<file path="src/shared/uart_ctrl_consts.svh">
`ifndef UART_CTRL_CONSTS_SVH
`define UART_CTRL_CONSTS_SVH
// Register byte offsets on APB
`define OFS_INT_ENABLE    12'h000
`define OFS_INT_IDENT     12'h004
`define OFS_FIFO_CONTROL  12'h008
`define OFS_MODEM_CONTROL 12'h00c
`define OFS_ENH_FEATURES  12'h010
`define OFS_DIV_LOW       12'h014
`define OFS_DIV_HIGH      12'h018
`define OFS_FLOW_THRESH   12'h01c
`define OFS_TRIG_LEVEL    12'h020
`define OFS_TX_SPACE      12'h024
`define OFS_SPECIAL_CHAR  12'h028
`define OFS_STATUS        12'h02c
`define OFS_SRC_CLEAR     12'h030
// Interrupt source codes, bits 5:0
`define IID_LINE_ERR      6'h06
`define IID_RX_TIMEOUT    6'h0c
`define IID_RX_DATA       6'h04
`define IID_TX_HOLD       6'h02
`define IID_MODEM         6'h00
`define IID_SPECIAL       6'h10
`define IID_FLOW_CHANGE   6'h20
`define IID_NONE          6'h01
// Field bits
`define EFR_CTS_EN        7
`define EFR_RTS_EN        6
`define EFR_SPECIAL_EN    5
`define EFR_ENH_EN        4
`define IER_SLEEP         4
`define MCR_TRIG_EN       2
`define MCR_RTS_FORCE     1
`define FCR_FIFO_EN       0
`define RESET_BYTE        8'h00
`define FIFO_DEPTH        7'h40
`define LEVEL_SHIFT       2
`define IER_PROT_MASK     8'hf0
`define FCR_PROT_MASK     8'h30
`define MCR_PROT_MASK     8'he0
`endif

</file>
<file path="src/shared/uart_ctrl_pkg.sv">
package uart_ctrl_pkg;
    // Pending interrupt sources, one bit each
    typedef struct packed {
        logic line_err;
        logic rx_timeout;
        logic rx_data;
        logic tx_hold;
        logic modem;
        logic special;
        logic flow_change;
    } irq_src_t;
    // Datapath status from FIFOs
    typedef struct packed {
        logic [6:0] rx_level;
        logic [6:0] tx_level;
    } fifo_stat_t;
endpackage

</file>
<file path="src/rtl/uart_irq_flow_trigger_ctrl.sv">
// The implementer's own choices: the register addresses and register access over APB.
`timescale 1ns/1ps
`include "uart_ctrl_consts.svh"
module uart_irq_flow_trigger_ctrl (
    // APB slave
    input  wire logic                    pclk,
    input  wire logic                    presetn,
    input  wire logic                    psel,
    input  wire logic                    penable,
    input  wire logic                    pwrite,
    input  wire logic [11:0]             paddr,
    input  wire logic [31:0]             pwdata,
    output logic      [31:0]             prdata,
    output logic                         pready,
    output logic                         pslverr,
    // Datapath events and status
    input  wire uart_ctrl_pkg::irq_src_t src_events,
    input  wire uart_ctrl_pkg::fifo_stat_t fifo_stat,
    input  wire logic                    rx_char_valid,
    input  wire logic [7:0]              rx_char,
    // Modem pins, active low
    input  wire logic                    cts_n,
    output logic                         rts_n,
    // Controls to datapath
    output logic                         tx_allow,
    output logic [15:0]                  baud_divisor,
    output logic [3:0]                   sw_flow_mode,
    output logic [6:0]                   rx_trigger,
    output logic [6:0]                   tx_trigger,
    output logic                         rx_trig_from_fcr,
    output logic                         tx_trig_from_fcr,
    output logic                         irq
);
    logic [7:0] ier_r, fcr_r, mcr_r, efr_r, dll_r, dlh_r, tcr_r, tlr_r, xchar_r;
    uart_ctrl_pkg::irq_src_t pend_r;
    logic [5:0] iid_nxt;
    logic       wr, rd, enh, trig_acc;
    logic [7:0] wdat;
    logic [6:0] halt_lvl, resume_lvl, tx_space;
    logic       special_hit;
    logic [7:0] rdat_nxt;
    logic       mapped;

    assign wr       = psel && penable && pwrite && pready;
    assign rd       = psel && !penable && !pwrite;
    assign wdat     = pwdata[7:0];
    assign enh      = efr_r[`EFR_ENH_EN];
    assign trig_acc = enh && mcr_r[`MCR_TRIG_EN];
    assign special_hit = efr_r[`EFR_SPECIAL_EN] && rx_char_valid
                         && (rx_char == xchar_r);

    // Zero-wait APB: ready is held high after reset
    always_ff @(posedge pclk or negedge presetn) begin
        if (!presetn) begin
            pready <= 1'b0;
        end else begin
            pready <= 1'b1;
        end
    end

    // Plain control registers; protected bits keep old value without enable
    always_ff @(posedge pclk or negedge presetn) begin
        if (!presetn) begin
            ier_r   <= `RESET_BYTE;
            fcr_r   <= `RESET_BYTE;
            mcr_r   <= `RESET_BYTE;
            efr_r   <= `RESET_BYTE;
            xchar_r <= `RESET_BYTE;
        end else if (wr) begin
            case (paddr)
                `OFS_INT_ENABLE:
                    ier_r <= enh ? wdat : ((ier_r & `IER_PROT_MASK)
                             | (wdat & ~`IER_PROT_MASK));
                `OFS_FIFO_CONTROL:
                    fcr_r <= enh ? wdat : ((fcr_r & `FCR_PROT_MASK)
                             | (wdat & ~`FCR_PROT_MASK));
                `OFS_MODEM_CONTROL:
                    // Bit 2 is a gate too, so it shares the enhanced lock
                    mcr_r <= enh ? wdat : ((mcr_r & (`MCR_PROT_MASK | 8'h04))
                             | (wdat & ~(`MCR_PROT_MASK | 8'h04)));
                `OFS_ENH_FEATURES:  efr_r   <= wdat;
                `OFS_SPECIAL_CHAR:  xchar_r <= wdat;
                default: ;
            endcase
        end
    end

    // Divisor bytes, frozen once sleep is enabled
    always_ff @(posedge pclk or negedge presetn) begin
        if (!presetn) begin
            dll_r <= `RESET_BYTE;
            dlh_r <= `RESET_BYTE;
        end else if (wr && !ier_r[`IER_SLEEP]) begin
            if (paddr == `OFS_DIV_LOW)
                dll_r <= wdat;
            if (paddr == `OFS_DIV_HIGH)
                dlh_r <= wdat;
        end
    end

    // Threshold and trigger registers behind the double gate
    always_ff @(posedge pclk or negedge presetn) begin
        if (!presetn) begin
            tcr_r <= `RESET_BYTE;
            tlr_r <= `RESET_BYTE;
        end else if (wr && trig_acc) begin
            if (paddr == `OFS_FLOW_THRESH)
                tcr_r <= wdat;
            if (paddr == `OFS_TRIG_LEVEL)
                tlr_r <= wdat;
        end
    end

    // Sticky pending sources; a set in the clear cycle wins
    always_ff @(posedge pclk or negedge presetn) begin
        if (!presetn) begin
            pend_r <= '0;
        end else begin
            uart_ctrl_pkg::irq_src_t clr;
            uart_ctrl_pkg::irq_src_t setv;
            clr  = (wr && paddr == `OFS_SRC_CLEAR) ? uart_ctrl_pkg::irq_src_t'(pwdata[6:0])
                                                   : '0;
            setv = src_events;
            setv.special = src_events.special | special_hit;
            pend_r <= (pend_r & ~clr) | setv;
        end
    end

    // Priority encode of enabled sources, and of modem, which has no enable
    always_comb begin
        iid_nxt = `IID_NONE;
        if (pend_r.flow_change && (ier_r[7] || ier_r[6]))
            iid_nxt = `IID_FLOW_CHANGE;
        if (pend_r.special && (ier_r[5] || efr_r[`EFR_SPECIAL_EN]))
            iid_nxt = `IID_SPECIAL;
        if (pend_r.modem)
            iid_nxt = `IID_MODEM;
        if (pend_r.tx_hold && ier_r[1])
            iid_nxt = `IID_TX_HOLD;
        if (pend_r.rx_data && ier_r[0])
            iid_nxt = `IID_RX_DATA;
        if (pend_r.rx_timeout && ier_r[0])
            iid_nxt = `IID_RX_TIMEOUT;
        if (pend_r.line_err && ier_r[2])
            iid_nxt = `IID_LINE_ERR;
    end

    // Threshold levels in characters, field times four
    assign halt_lvl   = {1'b0, tcr_r[3:0], 2'b00};
    assign resume_lvl = {1'b0, tcr_r[7:4], 2'b00};
    assign tx_space   = `FIFO_DEPTH - fifo_stat.tx_level;

    // Flow control pins and derived control outputs
    always_ff @(posedge pclk or negedge presetn) begin
        if (!presetn) begin
            rts_n            <= 1'b1;
            tx_allow         <= 1'b1;
            baud_divisor     <= 16'h0000;
            sw_flow_mode     <= 4'h0;
            rx_trigger       <= 7'h00;
            tx_trigger       <= 7'h00;
            rx_trig_from_fcr <= 1'b1;
            tx_trig_from_fcr <= 1'b1;
            irq              <= 1'b0;
        end else begin
            if (efr_r[`EFR_RTS_EN]) begin
                if (fifo_stat.rx_level >= halt_lvl)
                    rts_n <= 1'b1;
                else if (fifo_stat.rx_level <= resume_lvl)
                    rts_n <= 1'b0;
            end else begin
                rts_n <= !mcr_r[`MCR_RTS_FORCE];
            end
            tx_allow     <= !(efr_r[`EFR_CTS_EN] && cts_n);
            baud_divisor <= {dlh_r, dll_r};
            sw_flow_mode <= efr_r[3:0];
            rx_trigger   <= {1'b0, tlr_r[7:4], 2'b00};
            tx_trigger   <= {1'b0, tlr_r[3:0], 2'b00};
            rx_trig_from_fcr <= (tlr_r[7:4] == 4'h0);
            tx_trig_from_fcr <= (tlr_r[3:0] == 4'h0);
            irq          <= !iid_nxt[0];
        end
    end

    // Read mux, answered in the access cycle
    always_comb begin
        mapped   = 1'b1;
        rdat_nxt = 8'h00;
        case (paddr)
            `OFS_INT_ENABLE:    rdat_nxt = ier_r;
            `OFS_INT_IDENT:     rdat_nxt = {{2{fcr_r[`FCR_FIFO_EN]}}, iid_nxt};
            `OFS_FIFO_CONTROL:  rdat_nxt = fcr_r;
            `OFS_MODEM_CONTROL: rdat_nxt = mcr_r;
            `OFS_ENH_FEATURES:  rdat_nxt = efr_r;
            `OFS_DIV_LOW:       rdat_nxt = dll_r;
            `OFS_DIV_HIGH:      rdat_nxt = dlh_r;
            `OFS_FLOW_THRESH:   rdat_nxt = trig_acc ? tcr_r : 8'h00;
            `OFS_TRIG_LEVEL:    rdat_nxt = trig_acc ? tlr_r : 8'h00;
            `OFS_TX_SPACE:      rdat_nxt = {1'b0, tx_space};
            `OFS_SPECIAL_CHAR:  rdat_nxt = xchar_r;
            `OFS_STATUS:        rdat_nxt = {1'b0, pend_r};
            `OFS_SRC_CLEAR:     rdat_nxt = 8'h00;
            default:            mapped   = 1'b0;
        endcase
    end

    // Read data and error latched at setup, stable through access
    always_ff @(posedge pclk or negedge presetn) begin
        if (!presetn) begin
            prdata  <= 32'h0000_0000;
            pslverr <= 1'b0;
        end else if (psel && !penable) begin
            prdata  <= rd ? {24'h000000, rdat_nxt} : 32'h0000_0000;
            pslverr <= !mapped;
        end
    end
endmodule

</file>
<file path="config.mk">
export PLATFORM = sky130hd
export DESIGN_NAME = uart_irq_flow_trigger_ctrl
export DESIGN_NICKNAME = d
export VERILOG_FILES = /design/src/shared/uart_ctrl_pkg.sv /design/src/rtl/uart_irq_flow_trigger_ctrl.sv
export VERILOG_INCLUDE_DIRS = /design/src /design/src/shared
export SDC_FILE = /design/constraint.sdc
export NUM_CORES = 1
export LEC_CHECK = 0
export BUFFER_PORTS_ARGS = -buffer_cell sky130_fd_sc_hd__buf_2
export CORE_MARGIN = 4
export CORE_UTILIZATION = 40
export CTS_BUF_LIST = sky130_fd_sc_hd__clkbuf_16
export DETAILED_ROUTE_END_ITERATION = 8
export SKIP_CTS_REPAIR_TIMING = 1
export SYNTH_ARGS = -nofsm -noshare
export SYNTH_HDL_FRONTEND = slang
export SYNTH_SLANG_ARGS = --single-unit
export TNS_END_PERCENT = 30
</file>
<file path="constraint.sdc">
create_clock -name pclk -period 5.8 [get_ports pclk]
set_input_delay 1.16 -clock pclk [delete_from_list [all_inputs] [get_ports pclk]]
set_output_delay 1.16 -clock pclk [all_outputs]
set_load 0.01 [all_outputs]
</file>
* After elaboration in Yosys (flattened, before gate mapping)
Cells that the tools add are included.
** Storage, ports and cells
- Register bits :: 146
- Bits in latches :: 0
- Memories :: 0
- Logic and storage cells :: 111
- Bits in writable memories :: 0
- Output and inout bits :: 73
- Bits of input ports :: 80
- ROM bits :: 0
** Cells by class
- Equal/unequal tests :: 14
- $lt $le $gt $ge :: 2
- Shift operators :: 0
- Bitwise gates (word level) :: 7
- Add/sub/neg operators :: 1
- Multiply operators :: 0
- Div/mod/pow operators :: 0
- Multiplexer cells :: 19
- Reduce and logical (&&, ||, !) cells :: 40
** Operators with widths (number)
- case mux 8 bit (12 select lines) :: 1
- == test 12 x 6 -> 1 bit (second input constant) :: 5
- == test 12 x 5 -> 1 bit (second input constant) :: 4
- 2-to-1 mux 8 bit :: 6
- 2-to-1 mux 6 bit :: 7
- == test 12 x 4 -> 1 bit (second input constant) :: 2
- logical AND 1 bit :: 18
- AND reduction 2 bit :: 9
- OR reduction 13 bit :: 1
- == test 12 x 3 -> 1 bit (second input constant) :: 1
- zero test 12 bit :: 1
- == test 8 bit :: 1
- zero test 4 bit :: 2
- OR 6 x 8 -> 8 bit :: 1
- OR 8 x 4 -> 8 bit :: 1
- OR 8 x 5 -> 8 bit :: 1
- AND 7 bit :: 1
- greater-or-equal comparator 7 x 6 -> 1 bit :: 1
- <= comparator 7 x 6 -> 1 bit :: 1
- zero test 1 bit :: 7
- 2-to-1 mux 7 bit :: 1
- inverter 7 bit :: 1
- OR 7 bit :: 1
- subtractor 7 bit (first input constant) :: 1
- 4 further kinds :: 8

* Depth between registers and ports, before layout
Gate-level depths: netlist of the first run.
- Depth after elaboration :: 11
- Mapped depth :: 7
- Mapped depth without buffers :: 7

* Least setup slack after synthesis of the first run
Ideal clock, no wire load.
- Kind :: in2reg
- Start point :: in paddr[1]
- End point :: reg tcr_r[7]
- Setup time :: 125 ps
- Data required time :: 5675 ps
- Data arrival time :: 2761 ps
- Buffers on the path :: 1
- Stages on the path :: 6
- Path slack :: 2914 ps
- Cell sequence :: nor4_4 -> nand2_1 -> or3_1 -> buf_2 -> nor3_4 -> mux2_2
** On the way
- Cells in the longest elaborated chain, start to end :: 2
** Ends and longest elaborated chain
- start: declaration :: line uart_irq_flow_trigger_ctrl.sv:11 : input wire logic [11:0] paddr,
- == test 12 x 5 -> 1 bit
- AND reduction 2 bit (no source line)
- end signal: assignment :: line uart_irq_flow_trigger_ctrl.sv:104 : tcr_r <= `RESET_BYTE;
- end signal: assignment :: line uart_irq_flow_trigger_ctrl.sv:108 : tcr_r <= wdat;
- end: declaration :: line uart_irq_flow_trigger_ctrl.sv:34 : logic [7:0] ier_r, fcr_r, mcr_r, efr_r, dll_r, dlh_r, tcr_r, tlr_r, xchar_r;
Every way passes these cells.
A chain may end at the register's enable or synchronous reset.

* Worst setup path after layout of the first run
- Start point :: in paddr[5]
- End point :: reg dlh_r[1]
** On the way
- Cells in the longest elaborated chain, start to end :: 2
** Ends and longest elaborated chain
- == test 12 x 5 -> 1 bit
- AND reduction 2 bit (no source line)
- end signal: assignment :: line uart_irq_flow_trigger_ctrl.sv:92 : dlh_r <= `RESET_BYTE;
- end signal: assignment :: line uart_irq_flow_trigger_ctrl.sv:97 : dlh_r <= wdat;
- end: declaration :: line uart_irq_flow_trigger_ctrl.sv:34
Every way passes these cells.

==> impl_metrics.json, run 1 <==
{
  "cts-root-buf": "clkbuf_16",
  "pre_cts_ws_ns": 2.10,
  "ys_warn_count": 0,
  "timing.critical_path.to_type": "register",
  "antenna_left": 0,
  "drtIter0Drc": 339,
  "drt_wl_total_um": 17800,
  "grtUsageMet3": 0.0618,
  "stdcell_area_um2": 7090,
  "report.final.slew_viol_count": 0,
  "period_minus_slack_ns": 3.31,
  "finClkSkew_ns": 0.0126,
  "antenna_found_initial": 0,
  "synth_area_leaders": "dfrtp_1 (49%), mux2_2 (13%), buf_4 (3.8%), nand2_1 (2.4%), o21ai_0 (1.9%)",
  "synth_edf_count": 0,
  "crit_arrival_ns": 3.60,
  "status": "finished, final reports clean",
  "busiest_layer": "met2",
  "slowest_delay_ns": 0.58,
  "setup_tns_ns": 0,
  "hp-class": "reg -> reg",
  "critPathBufInv": 1,
  "grt_max_degree": 77,
  "row_count": 44,
  "fin_crit_sh": 0.570,
  "dpl_cell_area_um2": 6530,
  "yosys.area.top_type": "dfrtp_1",
  "cts.sinks": 122,
  "switching_share": 0.235,
  "io_pins": 153,
  "max-cap-violations": 0,
  "ir_drop_v": 0.000216,
  "die_w_um": 130,
  "routabilityCongestion": 0.969,
  "core-area_um2": 14600,
  "hold_viol_final": 0,
  "crit_required_ns": 6.10,
  "finalNonFillerCells": 810,
  "crit_type": "in -> reg",
  "worst-path-max-fanout": 15,
  "clkPwrFrac": 0.506,
  "p_sw_mw": 0.464,
  "rsz0062_at_grt": "no",
  "fp.dieH_um": 130,
  "h-tree-depth": 4,
  "postSynthAreaPerCell_um2": 11.6,
  "p_comb_frac": 0.060,
  "syn_inst": 514,
  "p_leak_nw": 3.37,
  "clk-insertion-delay-late_ns": 0.42,
  "avgViaCountPerCell": 5.48,
  "fin_nets": 702,
  "met2_usage": 0.319,
  "area_delta_synth_final_pct": 18.8,
  "clk_path_buf_depth": 2,
  "start_util": 0.409,
  "ys_seq_area_frac": 0.512,
  "drc_errors": 0,
  "drt-wirelength-per-cell_um": 22.0,
  "drive_gt1_frac": 0.356,
  "grt_pass1_vias": 4505,
  "cp_cell_sequence": "buf_2 > and2b_1 > nand2_1 > or3_1 > nor3_4 > mux2_2",
  "max_slew.worst_pin.slew_ns": 1.04,
  "cp_slowest_cell": "or3_1",
  "synth_common_cells": "dfrtp_1 (118), mux2_2 (71), nand2_1 (38)",
  "grtUsageMet1": 0.310,
  "vias": 4435,
  "setup_ws_ns": 2.49,
  "numPortBuffers": 98,
  "drt_pre_antenna_iters": 4,
  "synth_seq_cells": 122,
  "hpwl_um": 12900,
  "yosysUniqueCellTypes": 62,
  "path_clk_slew_ns": 0.05,
  "ys.flop_type": "dfrtp_1",
  "power_frac_seq": 0.433,
  "crit_family": "simple AND/OR/NAND/NOR gates",
  "grt_usage": 0.217,
  "max_freq_mhz": 303,
  "yosysTopAreaCellShare": 0.494,
  "die-area_um2": 16900,
  "gr-total-overflow": 0,
  "start_kind": "input port",
  "grt_pass1_wl_um": 27100,
  "synth.most_common_cell": "dfrtp_1",
  "slew_headroom": 0.298,
  "internal_power_mw": 1.51,
  "total_power_mw": 1.97,
  "antenna_cells": 0,
  "cts_tree": "yes",
  "netlist_area_um2": 5970,
  "numCtsBuffers": 17,
  "async_flop_share": 1.00,
  "dp_cells": 778,
  "setup_viol": 0,
  "p_per_area_nw_per_um2": 278
}
==> path summary, 6_finish.rpt <==
check / from / to / slack (ns) / depth (start not counted)
min in group asynchronous: presetn / tx_trigger[5]$_DFF_PN0_ / 0.89 / 1
worst max register to register: pready$_DFF_PN0_ / dlh_r[1]$_DFFE_PN0P_ / 3.31 / 4
worst min-delay path: tlr_r[1]$_DFFE_PN0P_ / tx_trigger[3]$_DFF_PN0_ / 0.40 / 0
worst max-delay path: paddr[5] / dlh_r[1]$_DFFE_PN0P_ / 2.49 / 6
max in group asynchronous: presetn / mcr_r[0]$_DFFE_PN0P_ / 3.74 / 2
worst min register to register: tlr_r[1]$_DFFE_PN0P_ / tx_trigger[3]$_DFF_PN0_ / 0.40 / 0
==> area by class of cell <==
type | count | area (um2)
fill | 1322 | 7500
sequential | 122 | 3060
multi-input combinational | 355 | 2670
timing repair buffer | 102 | 523
clock buffer | 17 | 425
tap | 184 | 230
clock inverter | 15 | 134
inverter | 15 | 56.3
==> sequential cells by signal, summed over array words and instances, names as in the netlist, 8 cells and up <==
register	count
dlh_r	8
baud_divisor	16
tlr_r	8
prdata	8
dll_r	8
xchar_r	8
efr_r	8
mcr_r	8
ier_r	8
tcr_r	8
fcr_r	8
==> stage by stage <==
stage / util / hold WS, ns
6_report: 0.486 / 0.402
5_1_grt: 0.486 / 0.413
4_1_cts: 0.486 / 0.398
3_5_place_dp: 0.448 / 0.384
3_3_place_gp: 0.448 / 0.383
2_1_floorplan: - / 0.363
==> layer usage <==
layer | up-vias | share of wire
met1 | 2209 | 0.45
met4 | 0 | 0.018
met5 | - | 0
met2 | 181 | 0.45
met3 | 23 | 0.081
li1 | 2022 | -
==> power by group through the flow <==
| stage | logic [mW] | registers (mW) | clock network, mW |
|---|---|---|---|
| after floorplan | 0.0666 | 0.870 | 0 |
| after global placement | 0.117 | 0.869 | 0 |
| after detailed placement | 0.119 | 0.869 | 0 |
| after CTS | 0.119 | 0.854 | 1.02 |
| after global routing | 0.132 | 0.854 | 1.05 |
| final | 0.119 | 0.854 | 0.998 |
==> kinds of logic after synthesis <==
kind of cell	Yosys count	share of synthesized area
AO/OA/AOI/OAI	93	0.107
multiplexers	83	0.154
other	2	0.00126
adder cells (fa/ha/maj)	9	0.0189
XOR/XNOR	11	0.0161
flip-flops	122	0.512
AND/OR/NAND/NOR	128	0.130
buffers and inverters	66	0.0610
==> placed cells by master (no fill, tap or decap), types with 3 or more instances in the layout <==
cell          n
mux2_2       71
clkbuf_16    17
a22oi_1       4
nor3_1        9
a32oi_1      10
ha_1          9
clkinv_1      5
o2bb2ai_1     3
o21a_1        3
mux2i_1      10
nor3_4        4
a211oi_1      6
nand2_1      38
nand3b_1      3
buf_2        97
a21o_1        6
nor4_1        5
o21ai_0      23
nor2_1       11
a21oi_1      11
xor2_1        9
dfstp_2       4
nor3_2        3
nand3_1      15
a31oi_1       6
conb_1       31
inv_1        14
dfrtp_1     118
o22ai_1       4
buf_4         5
nor2b_1       8
clkinv_2      4
nand2b_1      4
nand4_1       6
clkinvlp_4    4
Note: power is estimated with default switching activity, not from simulation.
==> run 2: changes to the inputs <==
- ABC_AREA: unset -> 1
- PLACE_DENSITY: unset -> 0.65
- clock period: 5.8 -> 2.8 ns (I/O delays scaled with it)
==> impl_metrics.json, run 2 <==
{
  "start_util": 0.406,
  "antenna_left": 0,
  "grt_pass1_vias": 4958,
  "fp.dieH_um": 132,
  "h-tree-depth": 4,
  "yosysTopAreaCellShare": 0.480,
  "area_delta_synth_final_pct": 18.2,
  "synth.most_common_cell": "nand2_1",
  "p_leak_nw": 3.72,
  "stdcell_area_um2": 7270,
  "drt-wirelength-per-cell_um": 16.1,
  "synth_seq_cells": 122,
  "path_clk_slew_ns": 0.06,
  "worst-path-max-fanout": 21,
  "mostFrequentLayoutCell": "nand2_1",
  "drt_pre_antenna_iters": 5,
  "fin_crit_sh": 0.674,
  "grt_max_degree": 46,
  "drc_errors": 0,
  "die-area_um2": 17400,
  "antenna_found_initial": 0,
  "ir_drop_v": 0.000450,
  "gr-total-overflow": 0,
  "cts.sinks": 122,
  "max_freq_mhz": 530,
  "mostFrequentLayoutCells": "nand2_1 (215), dfrtp_1 (118), buf_2 (97)",
  "crit_type": "in -> reg",
  "grt_pass1_wl_um": 27100,
  "yosysUniqueCellTypes": 37,
  "drive_gt1_frac": 0.196,
  "report.final.slew_viol_count": 0,
  "vias": 5379,
  "synth_area_leaders": "dfrtp_1 (48%), nand2_1 (13%), nand3_1 (5.3%), buf_4 (4.6%), o21ai_1 (4.1%)",
  "yosys.area.top_type": "dfrtp_1",
  "clk-insertion-delay-late_ns": 0.42,
  "core-area_um2": 15100,
  "ys_seq_area_frac": 0.497,
  "cts_tree": "yes",
  "numCtsBuffers": 17,
  "hp-class": "in -> async",
  "fin_nets": 953,
  "drtIter0Drc": 489,
  "max-cap-violations": 0,
  "grt_usage": 0.200,
  "max_flop_register": "baud_divisor",
  "ys_warn_count": 0,
  "p_per_area_nw_per_um2": 555,
  "row_count": 45,
  "antenna_cells": 0,
  "hpwl_um": 12500,
  "ys.flop_type": "dfrtp_1",
  "rsz0062_at_grt": "no",
  "routabilityCongestion": 0.914,
  "setup_viol": 0,
  "avgViaCountPerCell": 5.05,
  "dpl_cell_area_um2": 6720,
  "timing.critical_path.to_type": "register",
  "syn_inst": 760,
  "hold_viol_final": 0,
  "io_pins": 153,
  "status": "finished, final reports clean",
  "setup_tns_ns": 0,
  "largest_reg_flops": 16,
  "synth_edf_count": 0,
  "slew_headroom": 0.569,
  "hold_slack_ns": 0.119,
  "crit_arrival_ns": 2.21,
  "postSynthAreaPerCell_um2": 8.09,
  "start_kind": "input port",
  "crit_required_ns": 3.13,
  "cts-root-buf": "clkbuf_16",
  "finClkSkew_ns": 0.00799,
  "clk_path_buf_depth": 2,
  "synth_common_cells": "nand2_1 (215), dfrtp_1 (118), nand3_1 (65)",
  "period_minus_slack_ns": 1.89,
  "async_flop_share": 1.00,
  "drt_wl_total_um": 17200,
  "numPortBuffers": 98,
  "die_w_um": 132,
  "netlist_area_um2": 6150,
  "max_slew.worst_pin.slew_ns": 0.642
}
[run 2: cell type report]
cell class	instances	area, um2
repair buffers	104	563
clock buffers	17	425
inverters	64	240
flip-flops and latches	122	3060
well taps	188	235
fillers	1510	7870
clock inverters	15	128
multi-input cells	555	2620
[run 2: kinds of logic (layout without fill, tap and decap cells)]
family                   Yosys count  count (layout)  share of synthesized area
adder cells (fa/ha/maj)            9               9                     0.0183
buffers and inverters            112             200                     0.0944
AO/OA/AOI/OAI                    107             107                     0.0891
other                              2              31                    0.00122
AND/OR/NAND/NOR                  404             404                      0.294
flip-flops                       122             122                      0.497
XOR/XNOR                           4               4                    0.00570
[run 2: power breakdown]
part | internal [mW] | switching [mW]
clock network | 1.22 | 0.827
logic | 0.0618 | 0.162
registers | 1.77 | 0.00225
[run 2: per-stage QoR]
| stage | std cells | setup slack [ns] | power (mW) | utilization |
|---|---|---|---|---|
| finish | 1065 | 0.912 | 4.04 | 0.480 |
| global route | 1065 | 0.748 | 4.18 | 0.480 |
| CTS | 1065 | 0.965 | 4.06 | 0.480 |
| detailed placement | 1033 | 0.515 | 2.03 | 0.444 |
| global placement | 1033 | 0.561 | 2.02 | 0.444 |
| floorplan | 789 | 1.16 | 1.93 | - |
[run 2: critical path: stages]
cell and delay [ns]:
buf_2 0.11, nor2_2 0.21, nand2_1 0.15, nor2_4 0.48, nand3_2 0.39, o21ai_0 0.30
[run 2: layer usage]
| layer | vias to the layer above | share of wire | track usage |
|---|---|---|---|
| met2 | 231 | 0.45 | 0.302 |
| met1 | 2477 | 0.44 | 0.272 |
| met4 | 0 | 0.023 | 0.0764 |
| li1 | 2641 | - | - |
| met3 | 30 | 0.083 | 0.0611 |
| met5 | - | 0 | 0 |
[run 2: final timing paths]
| kind | startpoint | to | slack, ns | cells past startpoint |
|---|---|---|---|---|
| setup / recovery | paddr[1] | efr_r[4]$_DFFE_PN0P_ | 0.91 | 6 |
| hold / removal | presetn | tlr_r[1]$_DFFE_PN0P_ | 0.12 | 1 |
| setup reg to reg | efr_r[4]$_DFFE_PN0P_ | tcr_r[5]$_DFFE_PN0P_ | 0.98 | 5 |
| hold reg to reg | efr_r[2]$_DFFE_PN0P_ | sw_flow_mode[2]$_DFF_PN0_ | 0.40 | 0 |
| max in group asynchronous | presetn | rts_n$_DFFE_PN1P_ | 2.02 | 2 |
| min in group pclk | cts_n | tx_allow$_DFF_PN1_ | 0.26 | 2 |
